--- src/verilog/mbrad_pkg.sv ---
// Constants shared by the register address decoder
package mbrad_pkg;
  localparam logic [15:0] MBRAD_IN_IMG_LO    = 16'h0000;
  localparam logic [15:0] MBRAD_IN_IMG_HI    = 16'h03e7;
  localparam logic [15:0] MBRAD_OUT_IMG_LO   = 16'h03e8;
  localparam logic [15:0] MBRAD_OUT_IMG_HI   = 16'h07cf;
  localparam logic [15:0] MBRAD_INHIB_LO     = 16'h07d0;
  localparam logic [15:0] MBRAD_INHIB_HI     = 16'h0fff;
  localparam logic [15:0] MBRAD_INFO_LO      = 16'h1000;
  localparam logic [15:0] MBRAD_INFO_HI      = 16'h2fff;
  localparam logic [15:0] MBRAD_FLAG_LO      = 16'h3000;
  localparam logic [15:0] MBRAD_FLAG_MAX     = 16'hd000;
  localparam logic [15:0] MBRAD_FLAG_DEFAULT = 16'h3000;
  localparam logic [7:0]  MBRAD_EXC_NONE     = 8'h00;
  localparam logic [7:0]  MBRAD_EXC_ADDR     = 8'h02;
  localparam logic [7:0]  MBRAD_FC_RD_HOLD   = 8'h03;
  localparam logic [7:0]  MBRAD_FC_RD_INPUT  = 8'h04;
  localparam logic [7:0]  MBRAD_FC_WR_SINGLE = 8'h06;
  localparam logic [7:0]  MBRAD_FC_WR_MULTI  = 8'h10;
  localparam logic [7:0]  MBRAD_FC_MASK_WR   = 8'h16;
  localparam logic [7:0]  MBRAD_FC_RDWR      = 8'h17;
  localparam logic        MBRAD_INFO_RO      = 1'b0;
  localparam logic        MBRAD_INFO_RW      = 1'b1;

  typedef enum logic [2:0]
  {
    MBRAD_AREA_NONE  = 3'b000,
    MBRAD_AREA_IN    = 3'b001,
    MBRAD_AREA_OUT   = 3'b010,
    MBRAD_AREA_INFO  = 3'b011,
    MBRAD_AREA_FLAG  = 3'b100
  } mbrad_area_t;
endpackage
--- src/verilog/mbrad_decoder.sv ---
// Register service address decoder: routes one request per cycle
// Overview of operation
// - Reads at 0..999 return words of the 1000-word input process image.
// - Reads at 1000..1999 return words of the 1000-word output process image.
// - A combined read/write at 1000..1999 performs only its read part.
// - Reads touching 2000..4095 are refused with exception 0x02.
// - Addresses 4096..12287 decode as the info/config space, partly implemented.
// - Any access whose first word is an unimplemented info/config address gets exception 0x02, bar a combined write whose read is in the output image.
// - The write part of a combined read/write in info space hits only writable registers.
// - Addresses 12288..65535 map onto flag words from word zero, at most 53248.
// - Writes at 0..999 update words of the input process image.
// - Writes touching 1000..4095 get exception 0x02 and modify nothing; a combined write whose read is in the output image is dropped instead.
// - Mask write is never executed against the info/config space.
// - Info/config writes by single, multiple or combined service hit writable ones only.
// - Info/config space is read by 3, 4, 23 and written by 6, 16, 23 only.
`timescale 1ns/1ns
module mbrad_decoder
  import mbrad_pkg::*;
#(
  parameter logic [15:0] FLAG_WORDS = MBRAD_FLAG_DEFAULT
)
(
  input  wire logic        clk,
  input  wire logic        nrst,
  input  wire logic        req_valid,
  input  wire logic [7:0]  req_fc,
  input  wire logic [15:0] rd_addr,
  input  wire logic [15:0] rd_count,
  input  wire logic [15:0] wr_addr,
  input  wire logic [15:0] wr_count,
  input  wire logic [15:0] flag_words,
  output logic             rsp_valid,
  output logic [7:0]       rsp_exc,
  output logic             rd_en,
  output mbrad_area_t      rd_area,
  output logic [15:0]      rd_index,
  output logic             wr_en,
  output mbrad_area_t      wr_area,
  output logic [15:0]      wr_index
);
  logic        rst_meta;
  logic        rst_sync;
  logic [15:0] flag_meta;
  logic [15:0] flag_sync;
  logic [15:0] flag_prev;
  logic [15:0] flag_size;

  always_ff @(posedge clk or negedge nrst)
  begin
    if (!nrst)
    begin
      rst_meta <= 1'b0;
      rst_sync <= 1'b0;
    end
    else
    begin
      rst_meta <= 1'b1;
      rst_sync <= rst_meta;
    end
  end

  // Flag size comes from the memory arrangement, another domain
  // A word is taken only once two synchronised samples agree, so a bus
  // caught mid-change never lands as a mix of old and new bits
  always_ff @(posedge clk or negedge rst_sync)
  begin
    if (!rst_sync)
    begin
      flag_meta <= FLAG_WORDS;
      flag_sync <= FLAG_WORDS;
      flag_prev <= FLAG_WORDS;
      flag_size <= FLAG_WORDS;
    end
    else
    begin
      flag_meta <= flag_words;
      flag_sync <= flag_meta;
      flag_prev <= flag_sync;
      if (flag_sync == flag_prev)
        flag_size <= flag_prev;
    end
  end

  logic        is_rd;
  logic        is_wr;
  logic        is_mask;
  logic        is_rdwr;
  logic [16:0] rd_last;
  logic [16:0] wr_last;
  logic        rd_ok;
  logic        wr_ok;
  logic        wr_do;
  mbrad_area_t next_rd_area;
  mbrad_area_t next_wr_area;
  logic [15:0] next_rd_index;
  logic [15:0] next_wr_index;
  logic        rd_info_v;
  logic        rd_info_w;
  logic        wr_info_v;
  logic        wr_info_w;
  logic [15:0] flag_lim;

  mbrad_info_map u_rd_map
  (
    .addr     (rd_addr),
    .valid    (rd_info_v),
    .writable (rd_info_w)
  );

  mbrad_info_map u_wr_map
  (
    .addr     (wr_addr),
    .valid    (wr_info_v),
    .writable (wr_info_w)
  );

  assign is_rd   = (req_fc == MBRAD_FC_RD_HOLD) || (req_fc == MBRAD_FC_RD_INPUT)
                   || (req_fc == MBRAD_FC_RDWR);
  assign is_mask = (req_fc == MBRAD_FC_MASK_WR);
  assign is_rdwr = (req_fc == MBRAD_FC_RDWR);
  assign is_wr   = (req_fc == MBRAD_FC_WR_SINGLE) || (req_fc == MBRAD_FC_WR_MULTI)
                   || is_mask || is_rdwr;
  // Last word touched; a zero count is treated as a single word
  assign rd_last = {1'b0, rd_addr} + {1'b0, rd_count} - 17'(rd_count != 16'h0000);
  assign wr_last = {1'b0, wr_addr} + {1'b0, wr_count} - 17'(wr_count != 16'h0000);
  // Configured size is capped at the largest flag area
  assign flag_lim = (flag_size > MBRAD_FLAG_MAX) ? MBRAD_FLAG_MAX : flag_size;

  // Read side: whole range must sit in one permitted area
  always_comb
  begin
    next_rd_area  = MBRAD_AREA_NONE;
    next_rd_index = 16'h0000;
    rd_ok         = 1'b0;
    if (rd_last[16])
      rd_ok = 1'b0;
    else if (rd_last[15:0] <= MBRAD_IN_IMG_HI)
    begin
      next_rd_area  = MBRAD_AREA_IN;
      next_rd_index = rd_addr - MBRAD_IN_IMG_LO;
      rd_ok         = 1'b1;
    end
    else if (rd_addr >= MBRAD_OUT_IMG_LO && rd_last[15:0] <= MBRAD_OUT_IMG_HI)
    begin
      next_rd_area  = MBRAD_AREA_OUT;
      next_rd_index = rd_addr - MBRAD_OUT_IMG_LO;
      rd_ok         = 1'b1;
    end
    else if (rd_addr >= MBRAD_INFO_LO && rd_last[15:0] <= MBRAD_INFO_HI)
    begin
      // Only the first word is checked against the table
      next_rd_area  = MBRAD_AREA_INFO;
      next_rd_index = rd_addr;
      rd_ok         = rd_info_v;
    end
    else if (rd_addr >= MBRAD_FLAG_LO)
    begin
      next_rd_area  = MBRAD_AREA_FLAG;
      next_rd_index = rd_addr - MBRAD_FLAG_LO;
      rd_ok         = (rd_last[15:0] - MBRAD_FLAG_LO) < flag_lim;
    end
    // Anything touching the inhibited band falls through refused
  end

  // Write side
  always_comb
  begin
    next_wr_area  = MBRAD_AREA_NONE;
    next_wr_index = 16'h0000;
    wr_ok         = 1'b0;
    if (wr_last[16])
      wr_ok = 1'b0;
    else if (wr_last[15:0] <= MBRAD_IN_IMG_HI)
    begin
      next_wr_area  = MBRAD_AREA_IN;
      next_wr_index = wr_addr - MBRAD_IN_IMG_LO;
      wr_ok         = 1'b1;
    end
    else if (wr_addr >= MBRAD_INFO_LO && wr_last[15:0] <= MBRAD_INFO_HI)
    begin
      next_wr_area  = MBRAD_AREA_INFO;
      next_wr_index = wr_addr;
      wr_ok         = wr_info_v && !is_mask;
    end
    else if (wr_addr >= MBRAD_FLAG_LO)
    begin
      next_wr_area  = MBRAD_AREA_FLAG;
      next_wr_index = wr_addr - MBRAD_FLAG_LO;
      wr_ok         = (wr_last[15:0] - MBRAD_FLAG_LO) < flag_lim;
    end
    // Output image and inhibited band are refused here
  end

  // Combined service in the output image keeps its read and drops its write
  logic rdwr_out_rd;
  logic req_ok;
  logic wr_skip;
  assign rdwr_out_rd = is_rdwr && next_rd_area == MBRAD_AREA_OUT && rd_ok;
  assign wr_skip     = is_rdwr && (rdwr_out_rd || (wr_ok && next_wr_area == MBRAD_AREA_INFO
                       && !wr_info_w));
  assign req_ok      = (!is_rd || rd_ok) && (!is_wr || wr_ok || rdwr_out_rd);
  // Read-only info registers silently ignore single and multiple writes
  assign wr_do       = is_wr && wr_ok && !wr_skip
                       && !(next_wr_area == MBRAD_AREA_INFO && !wr_info_w);

  always_ff @(posedge clk or negedge rst_sync)
  begin
    if (!rst_sync)
    begin
      rsp_valid <= 1'b0;
      rsp_exc   <= MBRAD_EXC_NONE;
      rd_en     <= 1'b0;
      wr_en     <= 1'b0;
      rd_area   <= MBRAD_AREA_NONE;
      wr_area   <= MBRAD_AREA_NONE;
      rd_index  <= 16'h0000;
      wr_index  <= 16'h0000;
    end
    else
    begin
      rsp_valid <= req_valid && (is_rd || is_wr);
      rsp_exc   <= (req_valid && (is_rd || is_wr) && !req_ok) ? MBRAD_EXC_ADDR
                                                              : MBRAD_EXC_NONE;
      rd_en     <= req_valid && is_rd && req_ok;
      wr_en     <= req_valid && req_ok && wr_do;
      rd_area   <= next_rd_area;
      wr_area   <= next_wr_area;
      rd_index  <= next_rd_index;
      wr_index  <= next_wr_index;
    end
  end
endmodule

--- src/verilog/mbrad_info_map.sv ---
// Implemented information and configuration register table
`timescale 1ns/1ns
module mbrad_info_map
  import mbrad_pkg::*;
(
  input  wire logic [15:0] addr,
  output logic             valid,
  output logic             writable
);
  // Pure lookup, registered by the caller
  always_comb
  begin
    valid    = 1'b1;
    writable = MBRAD_INFO_RO;
    unique case (addr)
      16'h1022, 16'h1023, 16'h1024, 16'h1025, 16'h1028, 16'h102a,
      16'h1031, 16'h1032, 16'h1033, 16'h1040, 16'h1101:
        writable = MBRAD_INFO_RO;
      16'h1030, 16'h1037, 16'h1100, 16'h1102, 16'h1103, 16'h1104:
        writable = MBRAD_INFO_RW;
      16'h2000, 16'h2001, 16'h2002, 16'h2003, 16'h2004, 16'h2005,
      16'h2006, 16'h2007, 16'h2008, 16'h2010, 16'h2011, 16'h2012,
      16'h2013, 16'h2014, 16'h2015:
        writable = MBRAD_INFO_RO;
      default:
        valid = 1'b0;
    endcase
  end
endmodule

--- config.mk ---
export PLATFORM = sky130hd
export DESIGN_NAME = mbrad_decoder
export DESIGN_NICKNAME = d
export VERILOG_FILES = /design/src/verilog/mbrad_pkg.sv /design/src/verilog/mbrad_decoder.sv /design/src/verilog/mbrad_info_map.sv
export SDC_FILE = /design/constraint.sdc
export NUM_CORES = 1
export LEC_CHECK = 0
export BUFFER_PORTS_ARGS = -buffer_cell sky130_fd_sc_hd__buf_2
export CORE_MARGIN = 10
export CORE_UTILIZATION = 54
export CTS_BUF_LIST = sky130_fd_sc_hd__clkbuf_4
export DETAILED_ROUTE_END_ITERATION = 7
export GPL_TIMING_DRIVEN = 0
export PLACE_DENSITY = 0.79
export SYNTH_ARGS = -nofsm -noshare
export SYNTH_HDL_FRONTEND = slang
export SYNTH_HIERARCHICAL = 1
export SYNTH_SLANG_ARGS = --single-unit
--- constraint.sdc ---
create_clock -name clk -period 3.1 [get_ports clk]
set_input_delay 0 -clock clk [delete_from_list [all_inputs] [get_ports clk]]
set_output_delay 0 -clock clk [all_outputs]
set_load 0.02 [all_outputs]
# Word-level counts from Yosys, hierarchy flattened

Index checks and enable logic that the tools add are counted.

Bits in registers: 109
Bits in latches: 0
Memory bits (writable): 0
ROM bits: 0
Word-level logic and storage cells: 183
Memories kept: 0

Add/subtract/negate cells: 9
Multiply operators: 0
Divide/modulo/power cells: 0
Magnitude comparators: 13
Equal/unequal tests: 73
Shift-type cells: 0
Mux-type cells: 32
Bitwise logic cells: 0
Reductions and logical operators: 42

Operator list:

| cell                                                                                | number |
|---|---|
| 16-bit by 13-bit equality test with 1-bit output (second input constant)            | 34 |
| 16-bit by 14-bit equality test with 1-bit output (second input constant)            | 30 |
| 16-bit two-way mux                                                                  | 10 |
| 32-bit OR reduction                                                                 | 2 |
| 16-bit by 14-bit subtractor with 16-bit output (second input constant)              | 4 |
| 16-bit by 16-bit adder with 17-bit output                                           | 2 |
| 17-bit by 1-bit subtractor with 17-bit output                                       | 2 |
| 16-bit by 13-bit >= comparator with 1-bit output (second input constant)            | 2 |
| 16-bit by 14-bit >= comparator with 1-bit output (second input constant)            | 2 |
| 16-bit by 10-bit less-or-equal comparator with 1-bit output (second input constant) | 2 |
| 16-bit by 14-bit less-or-equal comparator with 1-bit output (second input constant) | 2 |
| 16-bit less-than comparator                                                         | 2 |
| 16-bit nonzero test                                                                 | 2 |
| 3-bit two-way mux                                                                   | 9 |
| 8-bit by 5-bit equality test with 1-bit output (second input constant)              | 3 |
| 1-bit logical AND                                                                   | 20 |
| 16-bit equality test                                                                | 1 |
| 8-bit by 3-bit equality test with 1-bit output (second input constant)              | 2 |
| 16-bit by 10-bit >= comparator with 1-bit output (second input constant)            | 1 |
| 16-bit > comparator (second input constant)                                         | 1 |
| 16-bit by 11-bit less-or-equal comparator with 1-bit output (second input constant) | 1 |
| 16-bit by 10-bit subtractor with 16-bit output (second input constant)              | 1 |
| 1-bit two-way mux                                                                   | 12 |
| 1-bit logical OR                                                                    | 10 |
| other kinds (5)                                                                     | 12 |

# Depth between registers and ports, before layout

Gate-level depths: netlist (run 1).

Depth in word-level cells: 17
Gate-level depth with buffers: 24

# By module

The synthesis (run 1) kept the hierarchy.

By module, submodules not included:

| module         | times used | cells each | area each (µm²) |
|---|---|---|---|
| mbrad_decoder  | 1          | 919        | 8350.5 |
| mbrad_info_map | 2          | 39         | 292.8 |

# Least setup slack after synthesis (run 1)

Ideal clock, no wire load.

Path kind: in2reg
Start: input rd_count[11]
End: register wr_en
Library setup time: 0.134 ns
Arrival: 4.703 ns
Data required time: 2.966 ns
Path slack: -1.737 ns
Cell stages on the path: 23
Cell sequence: nor4_1 nand4_1 ha_1 inv_1 ha_1 inv_1 fa_1 nand2b_1 a2111o_1 a21oi_2 nor2_4 o21bai_1 a21oi_1 xnor2_1 ha_1 xnor2_1 ha_1 and4_1 or4b_2 a22o_1 a211oi_2 o21ai_1 nor4b_2

Cells in the longest elaborated chain, start to end: 17
Elaborated cells between the ends (all ways): 32
Those cells by class: 3 x add/sub; 4 x order compare; 1 x eq/ne; 9 x mux; 15 x reduce/logical

Ends and longest elaborated chain:

| element                                                                                 | line                 | RTL |
|---|---|---|
| from (decl)                                                                             | mbrad_decoder.sv:28  | `input wire logic [15:0] rd_count,` |
| 16-bit by 16-bit adder with 17-bit output or 16-bit nonzero test (tied branches)        | mbrad_decoder.sv:124 | `assign rd_last = {1'b0, rd_addr} + {1'b0, rd_count} - 17'(rd_count != 16'h0000);` |
| 17-bit by 1-bit subtractor with 17-bit output *                                         | mbrad_decoder.sv:124 |  |
| branches (longest 14 deep; another with 16-bit by 14-bit subtractor with 16-bit output) | -                    |  |
| 1-bit logical AND *                                                                     | mbrad_decoder.sv:225 | `wr_en <= req_valid && req_ok && wr_do;` |
| to (signal assigned)                                                                    | mbrad_decoder.sv:225 |  |
| to (decl)                                                                               | mbrad_decoder.sv:37  | `output logic wr_en,` |

Mark *: on every way between the ends.
A chain may end at the register's enable or synchronous reset.

# Worst setup path in the final report (run 1)

Start: input rd_count[5]
End: register rsp_exc[1]

Cells in the longest elaborated chain, start to end: 16
Elaborated cells between the ends (all ways): 28
Those cells by class: 3 x add/sub; 4 x order compare; 1 x eq/ne; 10 x mux; 10 x reduce/logical

Ends and longest elaborated chain:

| element                                                                                 | line                 | RTL |
|---|---|---|
| 16-bit by 16-bit adder with 17-bit output or 16-bit nonzero test (tied branches)        | mbrad_decoder.sv:124 |  |
| 17-bit by 1-bit subtractor with 17-bit output *                                         | mbrad_decoder.sv:124 |  |
| branches (longest 10 deep; another with 16-bit by 14-bit subtractor with 16-bit output) | -                    |  |
| 1-bit logical AND *                                                                     | mbrad_decoder.sv:201 | `assign req_ok = (!is_rd \|\| rd_ok) && (!is_wr \|\| wr_ok \|\| rdwr_out_rd);` |
| 1-bit zero test *                                                                       | mbrad_decoder.sv:222 | `rsp_exc <= (req_valid && (is_rd \|\| is_wr) && !req_ok) ? MBRAD_EXC_ADDR` |
| 1-bit logical AND *                                                                     | mbrad_decoder.sv:222 |  |
| 2-bit two-way mux *                                                                     | mbrad_decoder.sv:222 |  |
| to (signal assigned)                                                                    | mbrad_decoder.sv:222 |  |
| to (decl)                                                                               | mbrad_decoder.sv:33  | `output logic [7:0] rsp_exc,` |

Marks and branches as above.

==> results of run 1 <==
## flip-flops by register name, indices dropped and copies added, names as in the netlist, 3 cells and up
register / count
wr_index: 16
flag_meta: 16
flag_sync: 16
wr_area: 3
flag_size: 16
rd_area: 3
rd_index: 16
flag_prev: 16
## power groups by stage
stage / clock [uW] / combinational (uW) / sequential (uW)
after detailed placement: 0 / 2290 / 1610
after global routing: 832 / 3190 / 1600
after global placement: 0 / 2230 / 1620
after CTS: 774 / 2660 / 1580
after floorplan: 0 / 1570 / 1740
final: 752 / 2910 / 1580
## timing repair
item,CTS,global route
endpoints found under the hold margin,53,0
pin swaps,55,23
hold buffers,59,0
resized for setup,58,41
buffers inserted,31,10
endpoints found under the setup margin,41,41
cloned,1,0
## per-stage QoR
stage / hold WS, ps / area, sq um / power, uW / std cells
CTS: 13.7 / 11300 / 5020 / 1457
finish: 61.9 / 11600 / 5240 / 1468
floorplan: -296 / 9130 / 3310 / 1002
global placement: -214 / 10100 / 3850 / 1349
global route: 75.3 / 11600 / 5620 / 1468
detailed placement: -208 / 10100 / 3910 / 1350
## critical path: stages
cell,delay [ps]
sky130_fd_sc_hd__buf_2,120
sky130_fd_sc_hd__nor4_4,250
sky130_fd_sc_hd__nand4_1,140
sky130_fd_sc_hd__ha_1,300
sky130_fd_sc_hd__inv_2,70
sky130_fd_sc_hd__ha_4,150
sky130_fd_sc_hd__inv_2,40
sky130_fd_sc_hd__fa_2,330
sky130_fd_sc_hd__nand2b_4,150
sky130_fd_sc_hd__a2111o_1,430
sky130_fd_sc_hd__a21oi_4,210
sky130_fd_sc_hd__nor2_4,40
sky130_fd_sc_hd__o21bai_1,170
sky130_fd_sc_hd__a21oi_2,90
sky130_fd_sc_hd__xnor2_2,220
sky130_fd_sc_hd__ha_2,250
sky130_fd_sc_hd__xnor2_2,80
sky130_fd_sc_hd__ha_1,290
sky130_fd_sc_hd__and4_1,210
sky130_fd_sc_hd__or4b_4,470
sky130_fd_sc_hd__a22o_1,200
sky130_fd_sc_hd__a211oi_2,230
sky130_fd_sc_hd__o21ai_1,120
sky130_fd_sc_hd__o22ai_1,240
## final timing paths
check | endpoint | slack, ps | depth (start not counted)
setup reg to reg | rsp_exc[1]$_DFF_PN0_ | -1000 | 14
min in group asynchronous | rst_sync$_DFF_PN0_ | 360 | 3
setup / recovery | rsp_exc[1]$_DFF_PN0_ | -1310 | 24
max in group asynchronous | flag_prev[12]$_DFF_PN1_ | 2000 | 1
hold / removal | wr_index[12]$_DFF_PN0_ | 60 | 5
hold reg to reg | flag_prev[4]$_DFF_PN0_ | 370 | 0
## routing by layer
metal / vias to the layer above / GRT usage / routed length [um]
met3: 50 / 0.0404 / 1760
met4: 0 / 0.0654 / 544
li1: 4073 / - / -
met1: 3874 / 0.270 / 10400
met5: - / 0 / 0
met2: 323 / 0.353 / 11500
## area by class of cell
type | instances | share of cell area
Multi-Input combinational cell | 718 | 0.519
Tap cell | 216 | 0.0232
Antenna cell | 2 | 0.000430
Inverter | 147 | 0.0477
Sequential cell | 108 | 0.234
Clock buffer | 11 | 0.00710
Timing Repair Buffer | 232 | 0.148
Clock inverter | 5 | 0.00592
Buffer | 29 | 0.0153
## cells in the final DEF (no fill, tap or decap), types with 7 or more instances in the layout
master,count
sky130_fd_sc_hd__dfrtp_1,99
sky130_fd_sc_hd__clkbuf_4,11
sky130_fd_sc_hd__o211ai_1,10
sky130_fd_sc_hd__mux2_2,16
sky130_fd_sc_hd__a21oi_1,47
sky130_fd_sc_hd__buf_4,34
sky130_fd_sc_hd__and2_4,12
sky130_fd_sc_hd__a21o_1,16
sky130_fd_sc_hd__and3_1,8
sky130_fd_sc_hd__nor4_1,20
sky130_fd_sc_hd__a211oi_1,11
sky130_fd_sc_hd__nand4_1,19
sky130_fd_sc_hd__a22oi_1,7
sky130_fd_sc_hd__and2_1,10
sky130_fd_sc_hd__buf_2,131
sky130_fd_sc_hd__clkbuf_1,10
sky130_fd_sc_hd__inv_1,141
sky130_fd_sc_hd__xnor2_1,13
sky130_fd_sc_hd__ha_1,102
sky130_fd_sc_hd__conb_1,8
sky130_fd_sc_hd__nand2b_1,11
sky130_fd_sc_hd__dfstp_2,8
sky130_fd_sc_hd__nand3_1,13
sky130_fd_sc_hd__dlygate4sd3_1,59
sky130_fd_sc_hd__buf_6,20
sky130_fd_sc_hd__xor2_1,28
sky130_fd_sc_hd__nor2_1,60
sky130_fd_sc_hd__o21ai_0,28
sky130_fd_sc_hd__o21ai_1,7
sky130_fd_sc_hd__nor4b_1,8
sky130_fd_sc_hd__nand2_1,55
sky130_fd_sc_hd__nor3_1,15
==> out/results.txt, run 1 <==
Max Buffers Root-to-Sink -> 2
mean area per synthesized cell -> 8.97 sq um
Starting Density -> 0.556
Final Util -> 0.724
Slew headroom -> 0.277
global-route total usage across every layer -> 0.212
placement row count -> 46
initial antenna violation count -> 1
class of the tightest hold or removal check -> input pin to flip-flop
cell chosen for the clock root -> sky130_fd_sc_hd__clkbuf_4
area enclosed by the die boundary -> 0.0221 sq mm
failing checks -> setup timing
power per standard cell area -> 451 mW/mm^2
floorplan die height -> 149 um
Switching Power -> 2130 uW
leakage power total -> 0.00555 uW
Net Sw Frac -> 0.406
Die Wd -> 149 um
via count -> 8,320
# Max-Cap Violations -> 0
number of buffers created by CTS -> 9
global-route wire length before repair -> 38,900 um
endpoint kind of the worst setup timing path -> flip-flop
number of inserted filler cells in the final layout -> 1,210
GRT Residual Overflow -> 0
data required time of the worst path -> 3480 ps
CTS H-tree lvls -> 3
part of the cycle the worst path needs -> 1.42
Setup WS post-layout -> -1310 ps
final period demand of the worst path -> 4410 ps
largest fanout of any net on the critical path -> 3
status -> finished, violations left
Pre-antenna DRT Iters -> 8
critical path arrival -> 4790 ps
startpoint of the tightest hold check path -> wr_addr[12]
Internal -> 3110 uW
RSZ-0062 raised after global routing -> true
number of nets in the layout -> 1,448
peak ir drop on the vdd network -> 373 uV
Worst Path Class, Setup -> input pin to flip-flop
number of input and output port buffers inserted -> 131
kind of start point of the critical path -> input pin
count of final hold-check violations -> 0
Avg Vias per Cell -> 5.67
routed length per instance -> 16.5 um
clock group share of total power -> 0.143
placer's final routability congestion estimate -> 0.935
CTS tree -> done
Ports -> 140
register clock-pin slew on the reported worst setup and hold paths -> 140 ps
number of remaining DRC errors -> 0
highest achievable clock rate -> 227 MHz
synthesized instance count -> 996
number of design-rule violations left by the first detailed-router iteration -> 622
Worst-Skew Late Latency -> 470 ps
area occupied by registers -> 0.00272 sq mm
setup skew after layout -> 14.9 ps
fraction of layout instances using a drive strength above 1 -> 0.278
total count of max-transition violations in the final report -> 0
count of yosys warnings during synthesis -> 6
logic gate share of total power -> 0.555
first element of the critical path -> rd_count[5]
mapped cell area -> 0.00893 sq mm
Tightest Pin Transition -> 1080 ps
synth-to-layout area growth -> 30.2%
DRT Wirelength -> 24,200 um
largest net degree at the start of global routing -> 58
part of the power in registers -> 0.302
clock tree sinks -> 108
worst setup slack before clock tree synthesis -> -2120 ps
area of the multi-input gates -> 0.00604 sq mm
post-detail-place hpwl -> 17,700 um
via count of the first global-routing pass -> 8,084
remaining number of nets flagged by the antenna check after routing -> 0
aggregate negative setup slack -> -33,850 ps
setup violation total in the final timing report -> 41
RR Startpoint -> flag_size[0]$_DFFE_PN0N_
standard cell core area -> 0.0161 sq mm
Power figures use the tool's default switching activity.
==> run 2, diff against run 1 <==
--- a/config.mk
+++ b/config.mk
@@ -7,11 +7,11 @@
 export LEC_CHECK = 0
 export BUFFER_PORTS_ARGS = -buffer_cell sky130_fd_sc_hd__buf_2
 export CORE_MARGIN = 10
-export CORE_UTILIZATION = 54
+export CORE_UTILIZATION = 60
 export CTS_BUF_LIST = sky130_fd_sc_hd__clkbuf_4
 export DETAILED_ROUTE_END_ITERATION = 7
 export GPL_TIMING_DRIVEN = 0
-export PLACE_DENSITY = 0.79
+export PLACE_DENSITY = 0.83
 export SYNTH_ARGS = -nofsm -noshare
 export SYNTH_HDL_FRONTEND = slang
 export SYNTH_HIERARCHICAL = 1
==> constraint.sdc (replaced) <==
create_clock -name clk -period 4.4 [get_ports clk]
set_input_delay 0 -clock clk [delete_from_list [all_inputs] [get_ports clk]]
set_output_delay 0 -clock clk [all_outputs]
set_load 0.02 [all_outputs]
==> run 2 against run 1 <==
  * The run still ends with setup timing left
  * Cell count down 4.0%
  * Cell area down 5.8%
  * Highest routed layer unchanged
  * Combinational power shrank 39%
  * Sequential share of layout area rose by 1.4 points
  * Via count up 0.77%
  * Critical path type unchanged
  * Critical endpoint is now wr_en$_DFF_PN0_
==> out/results.txt, run 2 (synthesis gave the netlist of run 1 again) <==
power per standard cell area -> 308 mW/mm^2
final period demand of the worst path -> 4480 ps
DRT Wirelength -> 23,600 um
via count of the first global-routing pass -> 8,120
cell area after layout -> 0.0110 sq mm
Starting Density -> 0.615
global-route total usage across every layer -> 0.227
worst setup slack before clock tree synthesis -> -846 ps
routed length per instance -> 16.7 um
failing checks -> setup timing
count of final hold-check violations -> 0
placed standard-cell area -> 0.00994 sq mm
status -> finished, violations left
post-detail-place hpwl -> 17,500 um
wire length the detailed router placed on met1 -> 9810 um
area enclosed by the die boundary -> 0.0202 sq mm
initial antenna violation count -> 1
Min-Delay Path Depth -> 3
part of the cycle the worst path needs -> 1.02
Avg Vias per Cell -> 5.95
data required time of the worst path -> 4770 ps
Worst-Skew Late Latency -> 500 ps
via count -> 8,384
Worst path depth -> 24
total count of max-transition violations in the final report -> 0
# Max-Cap Violations -> 0
number of input and output port buffers inserted -> 131
GRT Residual Overflow -> 0
Slew headroom -> 0.548
kind of start point of the critical path -> input pin
RSZ-0062 raised after global routing -> true
family with the most delay on the worst path -> compound AO/OA/AOI/OAI gates
routed wire length on met2 -> 11,200 um
master of the slowest instance on the critical path -> sky130_fd_sc_hd__a2111o_1
Tightest Pin Transition -> 672 ps
Critical Path, Cell by Cell -> buf_2 > nor4_2 > nand4_1 > ha_1 > inv_2 > ha_4 > inv_2 > fa_2 > nand2b_4 > a2111o_1 > a21oi_4 > nor2_4 > o21bai_1 > a21oi_2 > xnor2_2 > ha_2 > xnor2_2 > ha_1 > and4_4 > or4b_4 > a22o_1 > a211oi_2 > o21ai_1 > nor4b_4
Die Wd -> 142 um
setup violation total in the final timing report -> 3
critical path arrival -> 4850 ps
met3 wire length -> 1880 um
Worst path max stage delay -> 470 ps
number of remaining DRC errors -> 0
leakage power total -> 0.00530 uW
setup skew after layout -> 31.3 ps
clock tree sinks -> 108
peak ir drop on the vdd network -> 303 uV
placement row count -> 44
number of design-rule violations left by the first detailed-router iteration -> 808
Pre-antenna DRT Iters -> 5
largest net degree at the start of global routing -> 57
class of the tightest hold or removal check -> input pin to flip-flop
fraction of layout instances using a drive strength above 1 -> 0.227
cell chosen for the clock root -> sky130_fd_sc_hd__clkbuf_4
Worst Path Class, Setup -> input pin to flip-flop
highest achievable clock rate -> 223 MHz
Final Util -> 0.754
number of nets in the layout -> 1,421
global-route wire length before repair -> 38,400 um
Ports -> 140
R2R setup slack -> 330 ps
largest fanout of any net on the critical path -> 3
floorplan die height -> 142 um
endpoint kind of the worst setup timing path -> flip-flop
placer's final routability congestion estimate -> 0.952
most common library cell in the layout ignoring fill and taps -> sky130_fd_sc_hd__inv_1
uppermost routed layer -> met4
CTS H-tree lvls -> 3
depth of the worst register-to-register path -> 14
standard cell core area -> 0.0145 sq mm
CTS tree -> done
remaining number of nets flagged by the antenna check after routing -> 0
commonest cells after routing, fill and taps aside -> 144 x sky130_fd_sc_hd__inv_1, 137 x sky130_fd_sc_hd__buf_2, 107 x sky130_fd_sc_hd__ha_1
final hold slack -> 59.7 ps
synth-to-layout area growth -> 22.6%
register clock-pin slew on the reported worst setup and hold paths -> 190 ps
worst path bufs/invs -> 3
Max Buffers Root-to-Sink -> 2
Setup WS post-layout -> -80.4 ps
number of buffers created by CTS -> 9
==> run 2: cell count changes in the layout (fill, tap and decap cells not counted), sizes merged <==
| cell | previous run | this run |
|---|---|---|
| dlygate4sd3 | 59 | 62 |
| bufinv | 1 | 0 |
| clkinv | 0 | 1 |
| buf | 192 | 163 |
| clkbuf | 21 | 19 |
| inv | 150 | 151 |
==> run 2: report_power, final <==
part | switching (uW) | internal [uW] | total, uW
sequential | 35.1 | 1080 | 1120
combinational | 1030 | 737 | 1770
clock | 354 | 136 | 490
total | 1420 | 1950 | 3380
==> run 2: metrics by stage <==
stage	total power [uW]	setup TNS (ps)	std cells
after floorplan	2300	-417	1002
after global placement	2670	-11430	1317
after detailed placement	2720	-13410	1318
after CTS	3280	-41.2	1400
after global routing	3630	-1470	1408
final	3380	-119	1409
==> run 2: worst paths after layout <==
path | end | start
worst max-delay path | wr_en$_DFF_PN0_ | rd_count[8]
worst min-delay path | rd_index[14]$_DFF_PN0_ | rd_addr[14]
worst max register to register | wr_en$_DFF_PN0_ | flag_size[0]$_DFFE_PN0N_
worst min register to register | flag_size[1]$_DFFE_PN0N_ | rst_sync$_DFF_PN0_
max in group asynchronous | wr_index[2]$_DFF_PN0_ | rst_sync$_DFF_PN0_
min in group asynchronous | rst_meta$_DFF_PN0_ | nrst
==> run 2: worst min-delay path, stage by stage <==
cell	delay (ps)
sky130_fd_sc_hd__buf_2	120
sky130_fd_sc_hd__clkbuf_1	320
sky130_fd_sc_hd__a22oi_2	110
==> run 2: layer usage <==
layer	vias up	global-route usage
met1	3916	0.280
met4	0	0.0796
met3	69	0.0517
met5	-	0
met2	396	0.380
li1	4003	-
==> run 2: final cells by class <==
class	instances	area [sq um]
antenna	2	5.00
buffer	28	168
clock buffer	10	75.1
clock inverter	6	56.3
fill	1023	3580
inverter	147	552
multi-input combinational	718	5730
sequential	108	2720
tap	184	230
timing repair buffer	206	1420
==> run 2: timing repair <==
item,4_1_cts,5_1_grt
hold endpoints to repair,54,1
resized for setup,9,18
gates cloned,0,0
buffers inserted,5,7
setup endpoints to repair,4,24
hold buffers,61,1
pin swaps,19,17
